==> config.mk <==
export PLATFORM = sky130hd
export DESIGN_NAME = idw_top
export DESIGN_NICKNAME = d
export VERILOG_FILES = /design/src/include/idw_pkg.sv /design/src/verilog/idw_debounce.sv /design/src/verilog/idw_top.sv
export VERILOG_INCLUDE_DIRS = /design/src /design/src/include
export SDC_FILE = /design/constraint.sdc
export NUM_CORES = 1
export LEC_CHECK = 0
export ABC_AREA = 1
export BUFFER_PORTS_ARGS = -buffer_cell sky130_fd_sc_hd__buf_2
export CAP_MARGIN = 20
export CORE_AREA = 5 5 188 190
export CTS_CLUSTER_DIAMETER = 60
export DETAILED_ROUTE_END_ITERATION = 7
export DIE_AREA = 0 0 193 195
export PLACE_DENSITY_LB_ADDON = 0.25
export SYNTH_ARGS = -nofsm -noshare
export SYNTH_HDL_FRONTEND = slang
export SYNTH_SLANG_ARGS = --single-unit
==> constraint.sdc <==
create_clock -name ref_clk -period 2 [get_ports ref_clk]
set_clock_uncertainty 0.15 [all_clocks]
set_input_delay 0.1 -clock ref_clk [delete_from_list [all_inputs] [get_ports ref_clk]]
set_output_delay 0.1 -clock ref_clk [all_outputs]
set_load 0.005 [all_outputs]
==> src/include/idw_defines.svh <==
// Offsets, field positions, reset values and timing counts of the isolated digital I/O block
`ifndef IDW_DEFINES_SVH
`define IDW_DEFINES_SVH

// ==========================================
// Direct host offsets (byte offsets)
`define IDW_OFS_AUX 3'h1
`define IDW_OFS_INP 3'h3
`define IDW_OFS_OUT 3'h5
`define IDW_OFS_CSR 3'h7

// ==========================================
// Indirect register pointers
`define IDW_PTR_MIC 6'h00
`define IDW_PTR_MCFG 6'h01
`define IDW_PTR_AUX_DIR 6'h06
`define IDW_PTR_INP_PEND 6'h09
`define IDW_PTR_T3CMD 6'h0C
`define IDW_PTR_OUTD 6'h0D
`define IDW_PTR_INPD 6'h0E
`define IDW_PTR_AUXD 6'h0F
`define IDW_PTR_T3CNT_HI 6'h14
`define IDW_PTR_T3CNT_LO 6'h15
`define IDW_PTR_T3PRE_HI 6'h1A
`define IDW_PTR_T3PRE_LO 6'h1B
`define IDW_PTR_T3MODE 6'h1E
`define IDW_PTR_INP_POL 6'h2A
`define IDW_PTR_INP_DIR 6'h2B
`define IDW_PTR_RISE_EN 6'h2D
`define IDW_PTR_FALL_EN 6'h2E

// ==========================================
// Field positions
`define IDW_MIC_RESET 0
`define IDW_MIC_IRQ_EN 7
`define IDW_MCFG_OUT_EN 2
`define IDW_MCFG_T3_EN 4
`define IDW_MCFG_INP_EN 7
`define IDW_T3MODE_RETRIG 2
`define IDW_T3MODE_CONT 7
`define IDW_T3CMD_RUN 0
`define IDW_T3CMD_TRIG 1
`define IDW_T3CMD_GATE 2
`define IDW_AUX_RETRIG_BIT 2
`define IDW_AUX_WDOG_BIT 3

// ==========================================
// Reset values
`define IDW_MIC_RST 8'h01
`define IDW_AUX_DATA_RST 4'hF
`define IDW_ZERO_RST 8'h00

// ==========================================
// Timing
`define IDW_CLK_NS 25
`define IDW_DEBOUNCE_NS 12000000
`define IDW_DEBOUNCE_CYC (`IDW_DEBOUNCE_NS / `IDW_CLK_NS)
`define IDW_WDOG_MAX_NS 30000000
`define IDW_T3_FULL 61440
`define IDW_T3_TICK_CYC ((`IDW_WDOG_MAX_NS / `IDW_T3_FULL) / `IDW_CLK_NS)

`endif

==> src/include/idw_pkg.sv <==
// Types shared by the isolated digital I/O block
package idw_pkg;

    // ==========================================
    // Indirect access pointer state, one-hot
    typedef enum logic [2:0] {
        idw_st_reset = 3'b001,
        idw_st_ptr = 3'b010,
        idw_st_data = 3'b100
    } idw_ptr_state_t;

endpackage

==> src/verilog/idw_debounce.sv <==
// Per-channel input synchroniser and debounce filter
`timescale 1ns/100ps
module idw_debounce #(
    parameter int WIDTH = 8,
    parameter int CYCLES = 480000
) (
    input wire logic ref_clk,
    input wire logic rst,
    input wire logic ce,
    input wire logic [WIDTH-1:0] raw_in,
    output logic [WIDTH-1:0] filt_out
);
    localparam int CW = $clog2(CYCLES + 1);
    localparam logic [CW-1:0] LAST = CW'(CYCLES - 1);

    // ==========================================
    // One filter per channel
    genvar i;
    generate
        for (i = 0; i < WIDTH; i++) begin : g_ch
            logic sync0;
            logic sync1;
            logic [CW-1:0] cnt;

            // Two flops before anything looks at the pin
            always_ff @(posedge ref_clk) begin
                if (rst) begin
                    sync0 <= 1'b0;
                    sync1 <= 1'b0;
                end else if (ce) begin
                    sync0 <= raw_in[i];
                    sync1 <= sync0;
                end
            end

            // New level must hold for the full period; any bounce restarts it
            always_ff @(posedge ref_clk) begin
                if (rst) begin
                    cnt <= '0;
                    filt_out[i] <= 1'b0;
                end else if (ce) begin
                    if (sync1 == filt_out[i]) begin
                        cnt <= '0;
                    end else if (cnt == LAST) begin
                        cnt <= '0;
                        filt_out[i] <= sync1;
                    end else begin
                        cnt <= cnt + 1'b1;
                    end
                end
            end
        end
    endgenerate

endmodule

==> src/verilog/idw_top.sv <==
// Isolated digital I/O with debounced inputs, edge interrupts and output watchdog
`timescale 1ns/100ps
`include "idw_defines.svh"
module idw_top #(
    parameter int CHANNELS = 8,
    parameter int DEBOUNCE_CYCLES = `IDW_DEBOUNCE_CYC,
    parameter int T3_TICK_CYCLES = `IDW_T3_TICK_CYC
) (
    input wire logic ref_clk,
    input wire logic rst,
    input wire logic ce,
    input wire logic host_req,
    input wire logic host_wr,
    input wire logic [2:0] host_addr,
    input wire logic [7:0] host_wdata,
    output logic [7:0] host_rdata,
    output logic host_ack,
    input wire logic [CHANNELS-1:0] raw_in,
    input wire logic [CHANNELS-1:0] fault_in,
    output logic [CHANNELS-1:0] out_drive,
    output logic irq_n,
    output logic wdog_expired
);
    localparam int TW = $clog2(T3_TICK_CYCLES + 1);
    localparam logic [TW-1:0] TICK_LAST = TW'(T3_TICK_CYCLES - 1);

    // ==========================================
    // Declarations
    idw_pkg::idw_ptr_state_t ptr_state;
    logic [5:0] pointer;
    logic [7:0] master_interrupt_control;
    logic [7:0] master_config_reg;
    logic [7:0] output_port_data;
    logic [7:0] input_port_latch;
    logic [7:0] input_port_direction;
    logic [7:0] input_port_polarity;
    logic [7:0] input_rise_irq_en;
    logic [7:0] input_fall_irq_en;
    logic [7:0] input_irq_pending;
    logic [3:0] aux_port_data;
    logic [3:0] aux_port_mask;
    logic [3:0] aux_port_direction;
    logic [7:0] timer3_mode_reg;
    logic [7:0] timer3_preload_high;
    logic [7:0] timer3_preload_low;
    logic timer3_gate;
    logic timer3_run;
    logic [15:0] timer3_count;
    logic [TW-1:0] tick_cnt;
    logic [CHANNELS-1:0] filt;
    logic [7:0] filt8;
    logic [7:0] fault8;
    logic [CHANNELS-1:0] fault_s0;
    logic [CHANNELS-1:0] fault_s1;
    logic [7:0] input_prev;
    logic [7:0] input_port_data;
    logic [7:0] ind_rdata;
    logic [7:0] next_out;
    logic acc;
    logic acc_csr;
    logic in_reset;
    logic ind_wr;
    logic wr_out;
    logic wr_inp;
    logic wr_aux;
    logic out_en;
    logic inp_en;
    logic t3_en;
    logic wdog_active;
    logic retrig;
    logic t3_trig;
    logic t3_done;

    // ==========================================
    // Access decode
    assign acc = ce & host_req;
    assign acc_csr = acc & (host_addr == `IDW_OFS_CSR);
    assign in_reset = (ptr_state == idw_pkg::idw_st_reset);
    assign ind_wr = acc_csr & host_wr & (ptr_state == idw_pkg::idw_st_data);
    assign wr_out = (acc & host_wr & (host_addr == `IDW_OFS_OUT))
        | (ind_wr & (pointer == `IDW_PTR_OUTD));
    assign wr_inp = (acc & host_wr & (host_addr == `IDW_OFS_INP))
        | (ind_wr & (pointer == `IDW_PTR_INPD));
    assign wr_aux = acc & host_wr & (host_addr == `IDW_OFS_AUX);
    assign out_en = master_config_reg[`IDW_MCFG_OUT_EN];
    assign inp_en = master_config_reg[`IDW_MCFG_INP_EN];
    assign t3_en = master_config_reg[`IDW_MCFG_T3_EN];

    // With timer 3 enabled, aux bit 3 low, as output, with bit 2 as retrigger input arms the watchdog
    assign wdog_active = t3_en & aux_port_direction[`IDW_AUX_RETRIG_BIT]
        & ~aux_port_direction[`IDW_AUX_WDOG_BIT]
        & ~aux_port_data[`IDW_AUX_WDOG_BIT];
    // Every access, direct or indirect, is a retrigger while armed and the timer 3 mode retrigger bit is set
    assign retrig = acc & wdog_active & timer3_mode_reg[`IDW_T3MODE_RETRIG];
    assign t3_trig = retrig
        | (ind_wr & (pointer == `IDW_PTR_T3CMD) & host_wdata[`IDW_T3CMD_TRIG]);
    assign t3_done = timer3_run & timer3_gate & t3_en & (tick_cnt == TICK_LAST)
        & (timer3_count <= 16'h0001);

    // ==========================================
    // Input filtering and port widening
    idw_debounce #(
        .WIDTH(CHANNELS),
        .CYCLES(DEBOUNCE_CYCLES)
    ) u_debounce (
        .ref_clk(ref_clk),
        .rst(rst),
        .ce(ce),
        .raw_in(raw_in),
        .filt_out(filt)
    );

    genvar i;
    generate
        for (i = 0; i < 8; i++) begin : g_bit
            if (i < CHANNELS) begin : g_ch
                assign filt8[i] = filt[i];
                assign fault8[i] = fault_s1[i];
            end else begin : g_none
                assign filt8[i] = 1'b0;
                assign fault8[i] = 1'b0;
            end
            // Input bits show the filtered level, output bits the latch
            assign input_port_data[i] = input_port_direction[i]
                ? (filt8[i] ^ input_port_polarity[i]) : input_port_latch[i];
        end
    endgenerate

    // Driver fault flags come from another domain
    always_ff @(posedge ref_clk) begin
        if (rst) begin
            fault_s0 <= '0;
            fault_s1 <= '0;
        end else if (ce) begin
            fault_s0 <= fault_in;
            fault_s1 <= fault_s0;
        end
    end

    // ==========================================
    // Pointer state machine
    always_ff @(posedge ref_clk) begin
        if (rst) begin
            ptr_state <= idw_pkg::idw_st_reset;
            pointer <= 6'h00;
        end else if (acc_csr) begin
            case (ptr_state)
                idw_pkg::idw_st_reset: begin
                    if (host_wr && !host_wdata[`IDW_MIC_RESET]) begin
                        ptr_state <= idw_pkg::idw_st_ptr;
                    end
                end
                idw_pkg::idw_st_ptr: begin
                    if (host_wr) begin
                        pointer <= host_wdata[5:0];
                        ptr_state <= idw_pkg::idw_st_data;
                    end
                end
                idw_pkg::idw_st_data: begin
                    // Setting the reset bit returns the controller to reset
                    if (host_wr && pointer == `IDW_PTR_MIC && host_wdata[`IDW_MIC_RESET]) begin
                        ptr_state <= idw_pkg::idw_st_reset;
                    end else begin
                        ptr_state <= idw_pkg::idw_st_ptr;
                    end
                end
                default: begin
                    ptr_state <= idw_pkg::idw_st_reset;
                end
            endcase
        end
    end

    // ==========================================
    // Configuration registers; the reset state holds them all at defaults
    always_ff @(posedge ref_clk) begin
        if (rst || (ce && in_reset)) begin
            master_interrupt_control <= `IDW_MIC_RST;
            master_config_reg <= `IDW_ZERO_RST;
            input_port_direction <= `IDW_ZERO_RST;
            input_port_polarity <= `IDW_ZERO_RST;
            input_rise_irq_en <= `IDW_ZERO_RST;
            input_fall_irq_en <= `IDW_ZERO_RST;
            timer3_mode_reg <= `IDW_ZERO_RST;
            timer3_preload_high <= `IDW_ZERO_RST;
            timer3_preload_low <= `IDW_ZERO_RST;
            aux_port_direction <= 4'h0;
        end else if (ind_wr) begin
            case (pointer)
                `IDW_PTR_MIC: master_interrupt_control <= host_wdata;
                `IDW_PTR_MCFG: master_config_reg <= host_wdata;
                `IDW_PTR_INP_DIR: input_port_direction <= host_wdata;
                `IDW_PTR_INP_POL: input_port_polarity <= host_wdata;
                `IDW_PTR_RISE_EN: input_rise_irq_en <= host_wdata;
                `IDW_PTR_FALL_EN: input_fall_irq_en <= host_wdata;
                `IDW_PTR_T3MODE: timer3_mode_reg <= host_wdata;
                `IDW_PTR_T3PRE_HI: timer3_preload_high <= host_wdata;
                `IDW_PTR_T3PRE_LO: timer3_preload_low <= host_wdata;
                `IDW_PTR_AUX_DIR: aux_port_direction <= host_wdata[3:0];
                default: begin
                end
            endcase
        end
    end

    // ==========================================
    // Port data latches; output data is never touched by the watchdog
    always_ff @(posedge ref_clk) begin
        if (rst || (ce && in_reset)) begin
            output_port_data <= `IDW_ZERO_RST;
            input_port_latch <= `IDW_ZERO_RST;
        end else begin
            if (wr_out) begin
                output_port_data <= host_wdata;
            end
            if (wr_inp) begin
                input_port_latch <= host_wdata;
            end
        end
    end

    // Aux port: upper nibble of the indirect write protects lower bits
    always_ff @(posedge ref_clk) begin
        if (rst || (ce && in_reset)) begin
            aux_port_data <= `IDW_AUX_DATA_RST;
            aux_port_mask <= 4'h0;
        end else if (ind_wr && pointer == `IDW_PTR_AUXD) begin
            aux_port_mask <= host_wdata[7:4];
            aux_port_data <= (aux_port_data & host_wdata[7:4])
                | (host_wdata[3:0] & ~host_wdata[7:4]);
        end else if (wr_aux) begin
            aux_port_data <= (aux_port_data & (aux_port_mask | aux_port_direction))
                | (host_wdata[3:0] & ~(aux_port_mask | aux_port_direction));
        end
    end

    // ==========================================
    // Timer 3 gate and trigger
    always_ff @(posedge ref_clk) begin
        if (rst || (ce && in_reset)) begin
            timer3_gate <= 1'b0;
        end else if (ind_wr && pointer == `IDW_PTR_T3CMD) begin
            timer3_gate <= host_wdata[`IDW_T3CMD_GATE];
        end
    end

    // Down counter; prescaler sets the count period so 0xF000 is about 30 ms
    always_ff @(posedge ref_clk) begin
        if (rst || (ce && in_reset)) begin
            timer3_run <= 1'b0;
            timer3_count <= 16'h0000;
            tick_cnt <= '0;
        end else if (ce) begin
            if (t3_trig && t3_en) begin
                timer3_count <= {timer3_preload_high, timer3_preload_low};
                timer3_run <= 1'b1;
                tick_cnt <= '0;
            end else if (timer3_run && timer3_gate && t3_en) begin
                if (tick_cnt == TICK_LAST) begin
                    tick_cnt <= '0;
                    if (t3_done) begin
                        timer3_count <= timer3_mode_reg[`IDW_T3MODE_CONT]
                            ? {timer3_preload_high, timer3_preload_low} : 16'h0000;
                        timer3_run <= timer3_mode_reg[`IDW_T3MODE_CONT];
                    end else begin
                        timer3_count <= timer3_count - 16'h0001;
                    end
                end else begin
                    tick_cnt <= tick_cnt + 1'b1;
                end
            end
        end
    end

    // Expiry flag: a retriggering access clears it and wins over expiry
    always_ff @(posedge ref_clk) begin
        if (rst || (ce && in_reset)) begin
            wdog_expired <= 1'b0;
        end else if (ce) begin
            if (retrig) begin
                wdog_expired <= 1'b0;
            end else if (t3_done && wdog_active) begin
                wdog_expired <= 1'b1;
            end
        end
    end

    // ==========================================
    // Output drive: enable, per-channel fault and watchdog gating
    assign next_out = (out_en && !(wdog_active && wdog_expired))
        ? (output_port_data & ~fault8) : 8'h00;

    always_ff @(posedge ref_clk) begin
        if (rst) begin
            out_drive <= '0;
        end else if (ce) begin
            out_drive <= next_out[CHANNELS-1:0];
        end
    end

    // ==========================================
    // Edge interrupts; a new edge beats a clear in the same cycle
    always_ff @(posedge ref_clk) begin
        if (rst || (ce && in_reset)) begin
            input_prev <= 8'h00;
            input_irq_pending <= 8'h00;
        end else if (ce) begin
            input_prev <= input_port_data;
            input_irq_pending <= (input_irq_pending
                & ~((ind_wr && pointer == `IDW_PTR_INP_PEND) ? host_wdata : 8'h00))
                | ({8{inp_en}} & input_port_direction
                & ((input_port_data & ~input_prev & input_rise_irq_en)
                | (~input_port_data & input_prev & input_fall_irq_en)));
        end
    end

    // One shared active-low request line
    always_ff @(posedge ref_clk) begin
        if (rst) begin
            irq_n <= 1'b1;
        end else if (ce) begin
            irq_n <= ~(master_interrupt_control[`IDW_MIC_IRQ_EN]
                & (|input_irq_pending));
        end
    end

    // ==========================================
    // Indirect read selection; unlisted pointers read zero
    always_comb begin
        case (pointer)
            `IDW_PTR_MIC: ind_rdata = master_interrupt_control;
            `IDW_PTR_MCFG: ind_rdata = master_config_reg;
            `IDW_PTR_AUX_DIR: ind_rdata = {4'h0, aux_port_direction};
            `IDW_PTR_INP_PEND: ind_rdata = input_irq_pending;
            `IDW_PTR_T3CMD: ind_rdata = {5'h00, timer3_gate, 1'b0, timer3_run};
            `IDW_PTR_OUTD: ind_rdata = output_port_data;
            `IDW_PTR_INPD: ind_rdata = inp_en ? input_port_data : 8'h00;
            `IDW_PTR_AUXD: ind_rdata = {aux_port_mask, aux_port_data};
            `IDW_PTR_T3CNT_HI: ind_rdata = timer3_count[15:8];
            `IDW_PTR_T3CNT_LO: ind_rdata = timer3_count[7:0];
            `IDW_PTR_T3PRE_HI: ind_rdata = timer3_preload_high;
            `IDW_PTR_T3PRE_LO: ind_rdata = timer3_preload_low;
            `IDW_PTR_T3MODE: ind_rdata = timer3_mode_reg;
            `IDW_PTR_INP_POL: ind_rdata = input_port_polarity;
            `IDW_PTR_INP_DIR: ind_rdata = input_port_direction;
            `IDW_PTR_RISE_EN: ind_rdata = input_rise_irq_en;
            `IDW_PTR_FALL_EN: ind_rdata = input_fall_irq_en;
            default: ind_rdata = 8'h00;
        endcase
    end

    // ==========================================
    // Host answer: data and acknowledge one cycle after the request
    always_ff @(posedge ref_clk) begin
        if (rst) begin
            host_rdata <= 8'h00;
            host_ack <= 1'b0;
        end else if (ce) begin
            host_ack <= host_req;
            if (host_req && !host_wr) begin
                case (host_addr)
                    `IDW_OFS_AUX: host_rdata <= {aux_port_mask, aux_port_data};
                    `IDW_OFS_INP: host_rdata <= inp_en ? input_port_data : 8'h00;
                    `IDW_OFS_OUT: host_rdata <= output_port_data;
                    `IDW_OFS_CSR: host_rdata <= in_reset ? master_interrupt_control : ind_rdata;
                    default: host_rdata <= 8'h00;
                endcase
            end
        end
    end

endmodule

==> results.md <==
* Post-DP HPWL at 40.6 mm
* Total core area at 0.0333 sq mm
* Clock Path Buffers at 3
* RSZ-0062 raised after global routing: yes
* Clk root buf: clkbuf_16
* DRT Pass-1 Iters at 8
* Async S/R FF share, synth at 0%
* Routed WL per cell at 17.6 um
* Top reg by flops: u_debounce.g_ch.cnt
* First-pass GRT wire length at 93.1 mm
* I/O pin total at 51
* Via-to-Cell Ratio at 5.70
* Clock latency on the worst-skew pair at 0.56 ns
* Post-DRT Antenna Nets at 0
* Chip height at 195 um
* Status: finished with violations
* Worst Path Required at 2.28 ns
* Worst hold-check path type: in -> reg
* Die area at 0.0376 sq mm
* CTS Sinks at 359
* Syn Area/Cell at 6.62 sq um
* Register area share after synthesis at 39.8%
* # fillers at 2,657
* Number of flops mapped to enable cells by yosys at 0
* Most frequent cells in the layout: nand2_1, dfxtp_1, a21oi_1
* Crit Path Category: reg -> reg
* Ys Warns at 0
* CP Max Fanout at 6
* Fmax achieved at 0.490 GHz
* CP top delay family: simple AND/OR/NAND/NOR gates
* Crit path launch: u_debounce.g_ch[2].cnt[1]
* # rows at 67
* Slowest cell on the critical path: dfxtp_2
* Number of antenna diodes at 0
* Slew Limit Fails at 0
* Tcrit/Tclk final at 102%
* CP Capture Type: flop
* Slew at the pin closest to its max-slew limit at 0.718 ns
* Worst vdd ir at 632 uV
* Die W at 193 um
* Post-Syn Area at 0.0181 sq mm
* Max FFs per register at 152
* Setup crit start kind: flop
* Relative slew slack at 51.5%
* TritonCTS Buffers at 42
* Initial core utilization at 54.3%
* Initial antenna violation count at 0
* Final Worst Setup Slack at -0.0414 ns
* Routed via count at 20,100
* Final TNS setup at -0.308 ns
* CTS tree: done
* Power Total at 16.4 mW
* Post-Syn Instances at 2,727
* Placement Setup Slack at -0.173 ns
* Post-layout nets at 3,084
* Commonest non-fill, non-tap cell in the layout: nand2_1
* Slowest stage delay, CP at 0.36 ns
* CP Data Arrival Time at 2.32 ns
* Gr usage total at 30.2%
* Port bufs at 50
* RR Startpoint: u_debounce.g_ch[2].cnt[1]
* Library cells used by synthesis at 49
* CP Cell Sequence: ha_4 > nand3_2 > nor2_2 > nand2_2 > nor2_4 > nand4_1 > nand3_4 > clkinvlp_4 > o21ai_1 > a21oi_1
* Setup-failing EPs final at 14
* Maximum number of pins on one net before global-route repair at 83
* GRT overflow at 0
* Post-synthesis register bit count at 359
* P&R area growth vs syn at 35.3%
* Top FF cell, synth: dfxtp_1
* Critical path buffers and inverters at 1
* Lkg Pwr at 9.68 nW
* Hold Vio Cnt, Final at 0
* Placed Cells at 3,340
* Clk pin slew, worst setup/hold paths at 0.06 ns
* CTS H-tree depth at 2
* Routed wire length at 62.1 mm
* Hold slack at 0.0390 ns
* Vias in the first global route at 18,500
* Hold Path Origin: host_wdata[1]
* Power Density at 670 mW/mm^2
* Share of layout cells above drive strength 1 at 25.7%
* Max cap viols at 0
* GPL Wtd Cong at 1.07
* Min Tclk post-route at 2.04 ns
* Post-route cell area at 0.0244 sq mm
* Final cell count without fillers at 3,520
* DR iter-0 viols at 1,855
* Mapped Nets at 2,771
* Post-layout util at 73.4%
* Largest regs: u_debounce.g_ch.cnt: 152 flops, timer3_count: 16 flops
* DRC at 1
* Cell Area, Placed at 0.0203 sq mm
* Failing checks: DRC, setup timing
-- layout make-up --
class                   count  area, sq um  area share [%]
clock inverters            22          315            1.29
repair buffers            382         3220            13.2
well taps                 448          561            2.30
repair inverters            1         7.51          0.0307
clock buffers              54         1180            4.82
inverters                 263         1030            4.20
flip-flops and latches    359         7260            29.7
multi-input cells        1991        10900            44.5
-- worst paths after layout --
check | endpoint | slack [ns] | cells past startpoint
setup / recovery | u_debounce.g_ch[2].cnt[7] | -0.04 | 10
hold / removal | timer3_mode_reg[1] | 0.04 | 4
hold reg to reg | fault8[2] | 0.31 | 2
setup reg to reg | u_debounce.g_ch[2].cnt[7] | -0.04 | 10
-- logic make-up (layout without fill, tap and decap cells) --
family	count (synthesis)	after routing	share of synthesized area, %
AND/OR/NAND/NOR	1298	1298	30.4
AO/OA/AOI/OAI	633	633	18.7
buffers and inverters	377	722	7.94
flip-flops	359	359	39.8
XOR/XNOR	48	48	2.33
adder cells (fa/ha/maj)	12	12	0.832
-- layer usage --
layer,routed length [um],share of wire [%],vias up,global-route usage [%]
met4,2740,4.4,0,12.3
met2,29200,47,870,49.5
met5,0,0,-,0
met3,5240,8.4,201,4.57
li1,-,-,9692,-
met1,24900,40,9312,39.9
-- what timing repair did --
action / 4_1_cts / 5_1_grt
pin swaps: 28 / 140
resized for setup: 107 / 408
buffers inserted: 24 / 46
hold buffers: 29 / 0
endpoints found under the setup margin: 129 / 214
gates cloned: 3 / 6
endpoints found under the hold margin: 125 / 0
-- worst register-to-register path, stage by stage, from the launching register on --
cell and delay (ns):
dfxtp_2 0.36, ha_4 0.14, nand3_2 0.09, nor2_2 0.15, nand2_2 0.09, nor2_4 0.11
nand4_1 0.17, nand3_4 0.20, clkinvlp_4 0.24, o21ai_1 0.14, a21oi_1 0.07
-- cells in the mapped netlist (4+ instances only) --
| library cell | number | share of area [%] |
|---|---|---|
| clkbuf_1 | 100 | 2.1 |
| or2_2 | 13 | 0.45 |
| xor2_1 | 36 | 1.7 |
| o21ai_1 | 7 | 0.19 |
| nor4_1 | 11 | 0.38 |
| nand3b_1 | 9 | 0.37 |
| buf_2 | 9 | 0.25 |
| o31ai_1 | 8 | 0.33 |
| a21oi_1 | 311 | 8.6 |
| dfxtp_1 | 359 | 40 |
| a211oi_1 | 15 | 0.62 |
| inv_2 | 4 | 0.083 |
| nand2_1 | 624 | 13 |
| xnor2_1 | 12 | 0.58 |
| o21bai_1 | 6 | 0.25 |
| o21ai_0 | 244 | 6.8 |
| o211ai_1 | 4 | 0.17 |
| ha_1 | 12 | 0.83 |
| a221oi_1 | 8 | 0.39 |
| nand3_1 | 208 | 5.8 |
| inv_1 | 256 | 5.3 |
| a22oi_1 | 6 | 0.25 |
| nor3_1 | 60 | 1.7 |
| nand4_1 | 54 | 1.9 |
| nor2_1 | 308 | 6.4 |
| o22ai_1 | 6 | 0.21 |
-- where the power goes --
group,switching (mW),total (mW),internal [mW]
logic,0.544,0.821,0.277
clock network,3.21,8.31,5.09
registers,0.0423,7.25,7.20
total,3.80,16.4,12.6
(Power assumes the default switching activity.)
